### config.mk
export PLATFORM = sky130hd
export DESIGN_NAME = bla_master_flat
export DESIGN_NICKNAME = d
export VERILOG_FILES = /design/src/core/bla_pkg.sv /design/src/core/bla_bus_if.sv /design/src/core/bla_master.sv /design/src/flat_wrapper.sv
export SDC_FILE = /design/constraint.sdc
export NUM_CORES = 1
export LEC_CHECK = 0
export BUFFER_PORTS_ARGS = -buffer_cell sky130_fd_sc_hd__buf_2
export CORE_AREA = 2 2 160 240
export DETAILED_ROUTE_END_ITERATION = 10
export DIE_AREA = 0 0 162 242
export PLACE_DENSITY = 0.65
export SYNTH_ARGS = -nofsm -noshare
export SYNTH_HDL_FRONTEND = slang
export SYNTH_SLANG_ARGS = --single-unit
### constraint.sdc
create_clock -name clock -period 4.6 [get_ports clock]
set_input_delay 0.23 -clock clock [delete_from_list [all_inputs] [get_ports clock]]
set_output_delay 0.23 -clock clock [all_outputs]
set_load 0.05 [all_outputs]
### src/core/bla_pkg.sv
// Operation
// - Byte offset 0 rides on bits 7:0
// - Same slave byte, same lane, any master
// - Wide to narrow: lower bytes go first
// - Narrow to wide: steer onto addressed lanes
// - Copy reads ascend from source base
// - Copy writes ascend from destination base
// - Least significant byte at lowest offset; stores with cmd_big set put the most significant byte there
// - Wide stores: low word, lower address, first
// - Only seven aligned processor write forms
// - Byte writes use one-hot byte enables
// - Halfword enables 0011/1100, word 1111
// - Processor master presents compliant lane order
// - Big-endian values still leave on little lanes
// - Word addresses gain zero low bits
package bla_pkg;

  // ----------------------------------------
  // Widths and counts
  // ----------------------------------------
  localparam int BYTE_W = 8;
  localparam int CPU_W = 32;
  localparam int WORD_SHIFT = 2;
  localparam int BEAT_W = 8;

  // ----------------------------------------
  // Processor byte-enable forms
  // ----------------------------------------
  localparam logic [3:0] BE_BYTE0 = 4'h1;
  localparam logic [3:0] BE_HALF_LO = 4'h3;
  localparam logic [3:0] BE_HALF_HI = 4'hC;
  localparam logic [3:0] BE_WORD = 4'hF;

  // ----------------------------------------
  // Store sizes as log2 of bytes
  // ----------------------------------------
  localparam logic [1:0] SZ_BYTE = 2'h0;
  localparam logic [1:0] SZ_HALF = 2'h1;
  localparam logic [1:0] SZ_WORD = 2'h2;
  localparam logic [1:0] SZ_DWORD = 2'h3;

  // ----------------------------------------
  // Reset values
  // ----------------------------------------
  localparam logic RST_WAIT = 1'b0;
  localparam logic RST_REQ = 1'b0;

  typedef enum logic {
    OP_STORE,
    OP_COPY
  } bla_op_e;

endpackage

### src/core/bla_bus_if.sv
interface bla_bus_if #(
  parameter int MW = 32,
  parameter int AW = 32
) (
  input wire logic clock
);
  logic [AW-1:0] addr;
  logic [MW/8-1:0] be;
  logic [MW-1:0] wdata;
  logic rd;
  logic wr;
  logic wait_req;
  logic [MW-1:0] rdata;
  logic rvalid;

  modport mst (
    output addr, be, wdata, rd, wr,
    input wait_req, rdata, rvalid, clock
  );

  modport adp (
    input addr, be, wdata, rd, wr, clock,
    output wait_req, rdata, rvalid
  );
endinterface

### src/core/bla_master.sv
module bla_master
  import bla_pkg::*;
#(
  parameter int AW = 32,
  parameter int LEN_W = 16
) (
  input wire logic clock,
  input wire logic resetn,
  input wire logic ce,
  bla_bus_if.mst bus,
  input wire logic cmd_valid,
  output logic cmd_ready,
  input wire bla_op_e cmd_op,
  input wire logic [1:0] cmd_size,
  input wire logic cmd_big,
  input wire logic [AW-3:0] cmd_waddr,
  input wire logic [1:0] cmd_off,
  input wire logic [AW-3:0] cmd_src,
  input wire logic [AW-3:0] cmd_dst,
  input wire logic [LEN_W-1:0] cmd_len,
  input wire logic [63:0] cmd_value,
  output logic done,
  output logic err
);

  // ----------------------------------------
  // State
  // ----------------------------------------
  typedef enum logic [1:0] {
    M_IDLE,
    M_WR,
    M_RD,
    M_RWAIT
  } bla_mst_e;

  typedef struct packed {
    bla_mst_e st;
    logic copy;
    logic [LEN_W-1:0] cnt;
    logic [AW-3:0] src;
    logic [AW-3:0] dst;
    logic [CPU_W-1:0] hi;
    logic hi_pend;
    logic [AW-1:0] addr;
    logic [CPU_W-1:0] wd;
    logic [3:0] be;
    logic rd;
    logic wr;
    logic rdy;
    logic done;
    logic err;
  } bla_mst_s;

  bla_mst_s q, n;

  // ----------------------------------------
  // Helpers
  // ----------------------------------------

  // Only seven aligned forms exist; the two-word store is two word forms
  function automatic logic legal(input logic [1:0] sz, input logic [1:0] off);
    if (sz == SZ_BYTE) begin
      return 1'b1;
    end
    if (sz == SZ_HALF) begin
      return !off[0];
    end
    return off == 2'h0;
  endfunction

  function automatic logic [3:0] be_for(input logic [1:0] sz, input logic [1:0] off);
    if (sz == SZ_BYTE) begin
      return BE_BYTE0 << off;
    end
    if (sz == SZ_HALF) begin
      return off[1] ? BE_HALF_HI : BE_HALF_LO;
    end
    return BE_WORD;
  endfunction

  // Word address to byte address; the low bits are always zero
  function automatic logic [AW-1:0] byte_addr(input logic [AW-3:0] w);
    return {w, 2'h0};
  endfunction

  // Reorders a big-endian value so its lowest offset byte is on lane 0.
  // The arithmetic view changes, the lane order at the bus does not.
  function automatic logic [63:0] to_lanes(
    input logic [63:0] v,
    input logic [1:0] sz,
    input logic big
  );
    logic [63:0] r;
    int nb;
    int j;
    r = '0;
    nb = 1 << sz;
    for (int i = 0; i < 8; i++) begin
      if (i < nb) begin
        j = big ? nb - 1 - i : i;
        r[BYTE_W*i +: BYTE_W] = v[BYTE_W*j +: BYTE_W];
      end
    end
    return r;
  endfunction

  // ----------------------------------------
  // Next state
  // ----------------------------------------
  always_comb begin
    logic [63:0] sv;
    sv = to_lanes(cmd_value, cmd_size, cmd_big);
    n = q;
    n.done = 1'b0;
    n.err = 1'b0;
    case (q.st)
      M_IDLE: begin
        n.rdy = 1'b1;
        if (cmd_valid && q.rdy) begin
          if (cmd_op == OP_STORE) begin
            if (!legal(cmd_size, cmd_off)) begin
              n.err = 1'b1;
            end else begin
              n.rdy = 1'b0;
              n.copy = 1'b0;
              n.cnt = '0;
              n.addr = {cmd_waddr, cmd_off};
              // Lane k of the bus always carries byte offset k
              n.wd = sv[CPU_W-1:0] << (BYTE_W * int'(cmd_off));
              n.be = be_for(cmd_size, cmd_off);
              n.hi = sv[63:CPU_W];
              n.hi_pend = (cmd_size == SZ_DWORD);
              n.wr = 1'b1;
              n.st = M_WR;
            end
          end else if (cmd_len == '0) begin
            n.done = 1'b1;
          end else begin
            n.rdy = 1'b0;
            n.copy = 1'b1;
            n.cnt = cmd_len;
            n.src = cmd_src;
            n.dst = cmd_dst;
            n.hi_pend = 1'b0;
            n.addr = byte_addr(cmd_src);
            n.be = BE_WORD;
            n.rd = 1'b1;
            n.st = M_RD;
          end
        end
      end

      M_WR: begin
        if (!bus.wait_req) begin
          n.wr = 1'b0;
          if (q.hi_pend) begin
            // Upper word follows at the next word address
            n.addr = q.addr + AW'(4);
            n.wd = q.hi;
            n.be = BE_WORD;
            n.hi_pend = 1'b0;
            n.wr = 1'b1;
          end else if (q.copy && q.cnt != LEN_W'(1)) begin
            n.cnt = q.cnt - 1'b1;
            n.src = q.src + 1'b1;
            n.dst = q.dst + 1'b1;
            n.addr = byte_addr(q.src + 1'b1);
            n.be = BE_WORD;
            n.rd = 1'b1;
            n.st = M_RD;
          end else begin
            n.cnt = '0;
            n.done = 1'b1;
            n.rdy = 1'b1;
            n.st = M_IDLE;
          end
        end
      end

      M_RD: begin
        if (!bus.wait_req) begin
          n.rd = 1'b0;
          n.st = M_RWAIT;
        end
      end

      M_RWAIT: begin
        // One word in flight: read, then write it, then next read
        if (bus.rvalid) begin
          n.wd = bus.rdata;
          n.be = BE_WORD;
          n.addr = byte_addr(q.dst);
          n.wr = 1'b1;
          n.st = M_WR;
        end
      end

      default: begin
        n.st = M_IDLE;
      end
    endcase
  end

  // ----------------------------------------
  // State register
  // ----------------------------------------
  always_ff @(posedge clock or negedge resetn) begin
    if (!resetn) begin
      q <= '0;
      q.rd <= RST_REQ;
      q.wr <= RST_REQ;
    end else if (ce) begin
      q <= n;
    end
  end

  // ----------------------------------------
  // Outputs
  // ----------------------------------------
  assign bus.addr = q.addr;
  assign bus.be = q.be;
  assign bus.wdata = q.wd;
  assign bus.rd = q.rd;
  assign bus.wr = q.wr;
  assign cmd_ready = q.rdy;
  assign done = q.done;
  assign err = q.err;

endmodule

### src/flat_wrapper.sv
// flat-port wrapper written by rule: the top's interface ports become plain ports
module bla_master_flat import bla_pkg::*;
#(
  parameter int AW = 32,
  parameter int LEN_W = 16
)
  (clock, resetn, ce, cmd_valid, cmd_ready, cmd_op, cmd_size, cmd_big, cmd_waddr, cmd_off, cmd_src, cmd_dst, cmd_len, cmd_value, done, err, bus_addr, bus_be, bus_wdata, bus_rd, bus_wr, bus_wait_req, bus_rdata, bus_rvalid);
  bla_bus_if #(.AW(AW)) bus_i (.clock(clock));
  input wire logic clock;
  input wire logic resetn;
  input wire logic ce;
  input wire logic cmd_valid;
  output logic cmd_ready;
  input wire bla_op_e cmd_op;
  input wire logic [1:0] cmd_size;
  input wire logic cmd_big;
  input wire logic [AW-3:0] cmd_waddr;
  input wire logic [1:0] cmd_off;
  input wire logic [AW-3:0] cmd_src;
  input wire logic [AW-3:0] cmd_dst;
  input wire logic [LEN_W-1:0] cmd_len;
  input wire logic [63:0] cmd_value;
  output logic done;
  output logic err;
  output wire logic [$bits(bus_i.addr)-1:0] bus_addr;
  output wire logic [$bits(bus_i.be)-1:0] bus_be;
  output wire logic [$bits(bus_i.wdata)-1:0] bus_wdata;
  output wire logic [$bits(bus_i.rd)-1:0] bus_rd;
  output wire logic [$bits(bus_i.wr)-1:0] bus_wr;
  input wire logic [$bits(bus_i.wait_req)-1:0] bus_wait_req;
  input wire logic [$bits(bus_i.rdata)-1:0] bus_rdata;
  input wire logic [$bits(bus_i.rvalid)-1:0] bus_rvalid;
  assign bus_addr = bus_i.addr;
  assign bus_be = bus_i.be;
  assign bus_wdata = bus_i.wdata;
  assign bus_rd = bus_i.rd;
  assign bus_wr = bus_i.wr;
  assign bus_i.wait_req = bus_wait_req;
  assign bus_i.rdata = bus_rdata;
  assign bus_i.rvalid = bus_rvalid;
  bla_master #(.AW(AW), .LEN_W(LEN_W)) u_core (.clock(clock), .resetn(resetn), .ce(ce), .bus(bus_i), .cmd_valid(cmd_valid), .cmd_ready(cmd_ready), .cmd_op(cmd_op), .cmd_size(cmd_size), .cmd_big(cmd_big), .cmd_waddr(cmd_waddr), .cmd_off(cmd_off), .cmd_src(cmd_src), .cmd_dst(cmd_dst), .cmd_len(cmd_len), .cmd_value(cmd_value), .done(done), .err(err));
endmodule
==> results of run 1 <==
## metal layers
| metal | up-vias | track usage [%] |
|---|---|---|
| met1 | 8480 | 40.7 |
| li1 | 7686 | - |
| met3 | 268 | 5.19 |
| met5 | - | 0 |
| met2 | 1105 | 62.5 |
| met4 | 2 | 29.0 |
## Yosys cell counts, drive strengths merged, types with 7 or more instances
library cell	instances	share of area (%)
nand2	216	4.9
dfrtp	185	28
o21ai	164	5.1
nor2	130	3.0
buf	124	4.9
clkbuf	106	2.4
a21oi	84	2.5
nand3	71	2.2
mux4	63	8.6
mux2i	62	3.8
a22o	41	2.2
nand4	39	1.5
a31oi	38	1.4
nor3	37	1.1
inv	34	0.77
nor4	31	1.3
and2	28	1.1
a211oi	27	1.4
a221oi	25	1.3
nor2b	24	0.91
a22oi	22	1.0
a32oi	22	1.2
and4	19	1.0
mux2	19	1.3
nand2b	19	0.72
xor2	19	1.0
a222oi	18	1.1
and3	18	0.68
ha	18	1.4
o211ai	18	0.85
o22ai	18	0.68
or4	17	0.77
xnor2	17	0.90
a32o	16	0.97
nor3b	14	0.64
a211o	10	0.53
o2bb2ai	10	0.53
or2	9	0.34
or3	9	0.34
a21o	7	0.32
a221o	7	0.42
or3b	7	0.37
## registers in the layout, indices dropped and copies added, names as in the netlist
register          count
u_core.q            112
u_core.bus.addr      32
u_core.cmd_ready      1
u_core.bus.wr         1
u_core.bus.rd         1
u_core.bus.be         4
u_core.done           1
u_core.err            1
u_core.bus.wdata     32
## power by group through the flow
stage                     logic, W  clock network (W)  registers [W]
after floorplan            0.00434                  0        0.00285
after global placement     0.00544                  0        0.00321
after detailed placement   0.00551                  0        0.00323
after CTS                  0.00553            0.00151        0.00320
after global routing       0.00601            0.00156        0.00332
final                      0.00564            0.00149        0.00325
## per-stage QoR
step,hold slack (ns),total power [W],cells
after floorplan,-0.0656,0.00719,1947
after global placement,0.451,0.00865,2544
after detailed placement,0.458,0.00874,2544
after CTS,0.000542,0.0102,2588
after global routing,0.0150,0.0109,2589
final,0.00725,0.0104,2590
## how the worst max path moves through the flow
stage,start,to,slack (ns),cells after the start
floorplan,cmd_size[1],u_core.bus.wdata[16],1.97,12
global placement,cmd_size[0],u_core.bus.wdata[18],1.14,10
detailed placement,cmd_size[1],u_core.bus.wdata[18],0.97,11
CTS,u_core.q[184],u_core.bus.addr[17],1.33,11
global route,u_core.q[184],u_core.bus.addr[13],0.85,11
finish,u_core.q[184],u_core.bus.addr[13],1.05,11
## kinds of logic (layout without fill, tap and decap cells)
kind of cell / Yosys count / after routing / share of synthesized area (%)
simple gates: 705 / 705 / 21.7
other cells: 0 / 2 / 0
mux: 144 / 144 / 13.6
xor+xnor: 36 / 36 / 1.91
flops: 185 / 185 / 28.0
compound gates: 593 / 593 / 25.2
fa+ha+maj: 18 / 18 / 1.36
buf+inv: 266 / 418 / 8.18
## cell usage in the layout, fill, tap and decap left out, types with 28 or more instances in the layout
master,netlist,routed
nor3_1,37,37
nand4_1,39,39
a31oi_1,38,38
nor4_1,28,28
a21oi_1,84,84
mux4_2,63,63
buf_2,38,285
nand2_1,215,215
o21ai_0,158,158
buf_4,73,48
a22o_1,41,41
dfrtp_1,185,185
inv_1,33,33
nor2_1,129,128
mux2i_1,62,62
nand3_1,70,70
## critical path, stage by stage, from the launching register on
cell	delay (ns)
dfrtp_1	0.41
inv_1	0.11
ha_2	0.39
buf_4	0.35
nor2_1	0.09
buf_4	0.19
nand2_1	0.32
nor3_1	0.11
buf_4	0.22
a221oi_1	0.92
nand2_1	0.12
o22a_1	0.19
## final cells by class
| class | count | area, um^2 |
|---|---|---|
| timing repair buffer | 350 | 2000 |
| antenna | 2 | 5.00 |
| fill | 3617 | 18700 |
| tap | 489 | 612 |
| inverter | 36 | 135 |
| clock buffer | 18 | 439 |
| multi-input combinational | 1496 | 10600 |
| sequential | 185 | 4630 |
| clock inverter | 14 | 125 |
==> flow_summary.toml, run 1 <==
[detailed_routing]
wl_per_cell_um = 28.1
viasPerCell = 6.77
ant_nets = 0
drt-initial-drc-count = 2043
drt-met1-wl_um = 24500
num_vias = 17500
drc = 0
wl_met3_um = 5420
wl_met2_um = 35700
drt-total-wl_um = 72700
dr.max_layer_used = "met5"
dr.pass1.iters = 8

[placed_design]
placed_area_mm2 = 0.0178
port_buffers = 286
place_hpwl_um = 54600
preCtsSetupSlack_ns = 0.966
place_congestion = 1.01

[logic_synthesis]
synth_fp_nets = 2179
netlist_area_mm2 = 0.0165
ys_ff_latch = 185
synth.distinct_cells = 89
synth_edf_count = 0
ys_warn_count = 0
synth_ff_type = "dfrtp_1"
synth_area_per_cell_um2 = 8.49
postSynthCellCount = 1947
synthArstFlopShare_pct = 100
ys_seq_area_share_pct = 28.0

[sta]
fmax_mhz = 282
tns_ns = 0
min_period_ns = 3.55
rsz0062_at_grt = "false"
drv_slew = 0
post-route-period-util_pct = 77.1
hold_violations = 0
slew_headroom_pct = 24.4
skew_ns = 0.0141
finalWorstSetupSlack_ns = 1.05
worstMarginPinSlew_ns = 1.12
finalSetupViolCount = 0

[grt]
grt_pass1_vias = 17000
grt_max_degree = 115
grt_overflow = 0
grt_pass1_wl_um = 108000
antenna_found_initial = 2
groute.usage.overall_pct = 36.7

[power]
leakagePower_nw = 7.65
ir_drop_mv = 0.392
power_frac_comb_pct = 54.3
internal-power_w = 0.00480
switching_power_w = 0.00558
powerDensity_mw_per_mm2 = 560
swShare_pct = 53.7
clkPwrFrac_pct = 14.4
seqPwrFrac_pct = 31.3

[min_path]
hp-class = "in -> reg"
hold_depth = 3
min_to = "u_core.q[119]"
hold_start = "cmd_dst[13]"

[cells_and_area]
layout-area-overhead-vs-synth_pct = 12.2
final_core_util_pct = 49.8
layout-drive-gt1-share_pct = 24.0
final_nets = 2318
fin_area_mm2 = 0.0185

[floorplan]
core-area_mm2 = 0.0372
core.rowCount = 87
start_util_pct = 44.4
pin_count = 287
die_height_um = 242
dieArea_mm2 = 0.0392
die_w_um = 162

[worst_setup_path]
rr_endpoint = "u_core.bus.addr[13]"
start_kind = "register"
cp.arrival_ns = 3.91
path_class = "reg -> reg"
critPathCaptureType = "register"
worstReg2RegStart = "u_core.q[184]"
critPathMaxFanout = 19
r2r_cells = 11
worst-r2r-setup-slack_ns = 1.05
required_ns = 4.96

[clock_network]
clockBufferDepth = 2
root_buffer = "clkbuf_16"
h-tree-depth = 4
cts_hold_buf = 12
cts_tree = "built"
post_cts_buffers = 0
clk_pin_slew_ns = 0.07
cts_buffers = 17
clkLatencyLatePin_ns = 0.47
ctsResizeCount = 0
cts_sinks = 185

[run_status]
outcome = "complete, no violations"

[run]
cap_violations = 0
No activity file was read; power rests on OpenSTA's default activity.
==> inputs of run 2 (changes only) <==
Clock period 4.6 ns to 3.64 ns, I/O delays scaled along.
==> flow_summary.toml, run 2 (same netlist as run 1, synthesis figures left out) <==
[run_status]
outcome = "complete, no violations"

[clock_network]
cts_buffers = 17
cts_hold_buf = 25
cts_sinks = 185
clk_pin_slew_ns = 0.07
cts_tree = "built"
h-tree-depth = 4
clockBufferDepth = 2
clkLatencyLatePin_ns = 0.47
root_buffer = "clkbuf_16"
post_cts_buffers = 0
ctsResizeCount = 0

[detailed_routing]
drt-total-wl_um = 73000
dr.pass1.iters = 8
drc = 0
num_vias = 17400
wl_per_cell_um = 27.9
viasPerCell = 6.65
ant_nets = 0
drt-initial-drc-count = 1758

[sta]
hold_violations = 0
skew_ns = 0.0172
slew_headroom_pct = 15.0
fmax_mhz = 335
hold_slack_ns = 0.0103
worstMarginPinSlew_ns = 1.27
tns_ns = 0
min_period_ns = 2.99
drv_slew = 0
rsz0062_at_grt = "false"
post-route-period-util_pct = 82.0
finalSetupViolCount = 0

[floorplan]
pin_count = 287
start_util_pct = 44.4
core-area_mm2 = 0.0372
dieArea_mm2 = 0.0392
core.rowCount = 87
die_height_um = 242
die_w_um = 162

[worst_setup_path]
cp.arrival_ns = 3.31
required_ns = 3.96
path_class = "reg -> reg"
critPathCaptureType = "register"
worst-r2r-setup-slack_ns = 0.65
start_kind = "register"
critPathMaxFanout = 23

[cells_and_area]
fill_cells = 3674
fin_area_mm2 = 0.0188
largest_register_ffs = 112
layout_commonest_cell = "buf_2"
top_register = "u_core.q"
layout-area-overhead-vs-synth_pct = 13.8
layout-drive-gt1-share_pct = 24.4
layout_common_cells = "285 x buf_2, 215 x nand2_1, 185 x dfrtp_1"
final_nets = 2346
fin_cells = 2618

[power]
powerDensity_mw_per_mm2 = 700
power_w = 0.0132
ir_drop_mv = 0.387
leakagePower_nw = 7.79

[placed_design]
port_buffers = 286
placed_area_mm2 = 0.0179
place_congestion = 1.01
place_inst = 2559
place_hpwl_um = 55900

[grt]
groute.usage.overall_pct = 36.4
grt_pass1_vias = 16900
grt_pass1_wl_um = 107000
antenna_found_initial = 3
grt_max_degree = 98
grt_overflow = 0

[run]
cap_violations = 0

[min_path]
hp-class = "in -> reg"
[run 2: cell type report]
class	instances	area (um^2)	share of cell area, %
antenna	2	5.00	0.0266
inverter	36	135	0.719
multi-input combinational	1496	10600	56.4
tap	489	612	3.26
sequential	185	4630	24.6
clock inverter	14	151	0.806
clock buffer	18	439	2.34
timing repair buffer	378	2230	11.9
[run 2: critical path, cell delays in order, from the launching register on]
cell,delay (ns)
dfrtp_1,0.40
inv_1,0.11
ha_1,0.39
inv_1,0.16
nor2_1,0.25
o21a_1,0.52
nand2_1,0.57
a221oi_1,0.37
a21oi_1,0.07
[run 2: per-layer routing]
| metal | vias to the layer above | global-route usage (%) | share of wire, % |
|---|---|---|---|
| li1 | 7716 | - | - |
| met1 | 8482 | 40.5 | 35 |
| met2 | 975 | 64.0 | 51 |
| met3 | 224 | 3.53 | 6.0 |
| met4 | 0 | 27.2 | 8.5 |
| met5 | - | 0 | 0 |
[run 2: where the power goes]
part           internal [W]  switching, W
clock              0.000992      0.000967
sequential          0.00289       0.00126
combinational       0.00226       0.00478
total               0.00614       0.00701
[run 2: worst paths after layout]
path                               start                   end  cells past startpoint
setup / recovery           u_core.q[183]         u_core.q[166]                      8
hold / removal                cmd_dst[0]         u_core.q[106]                      3
setup reg to reg           u_core.q[183]         u_core.q[166]                      8
hold reg to reg             u_core.q[91]          u_core.q[91]                      2
max in group asynchronous         resetn  u_core.bus.wdata[18]                      3
min in group asynchronous         resetn   u_core.bus.addr[23]                      2
[run 2: metrics by stage]
step           util (%)  setup WS, ns
2_1_floorplan         -          1.06
3_3_place_gp       48.2         0.369
6_report           50.5         0.654
5_1_grt            50.5         0.366
3_5_place_dp       48.2         0.291
4_1_cts            50.5         0.694
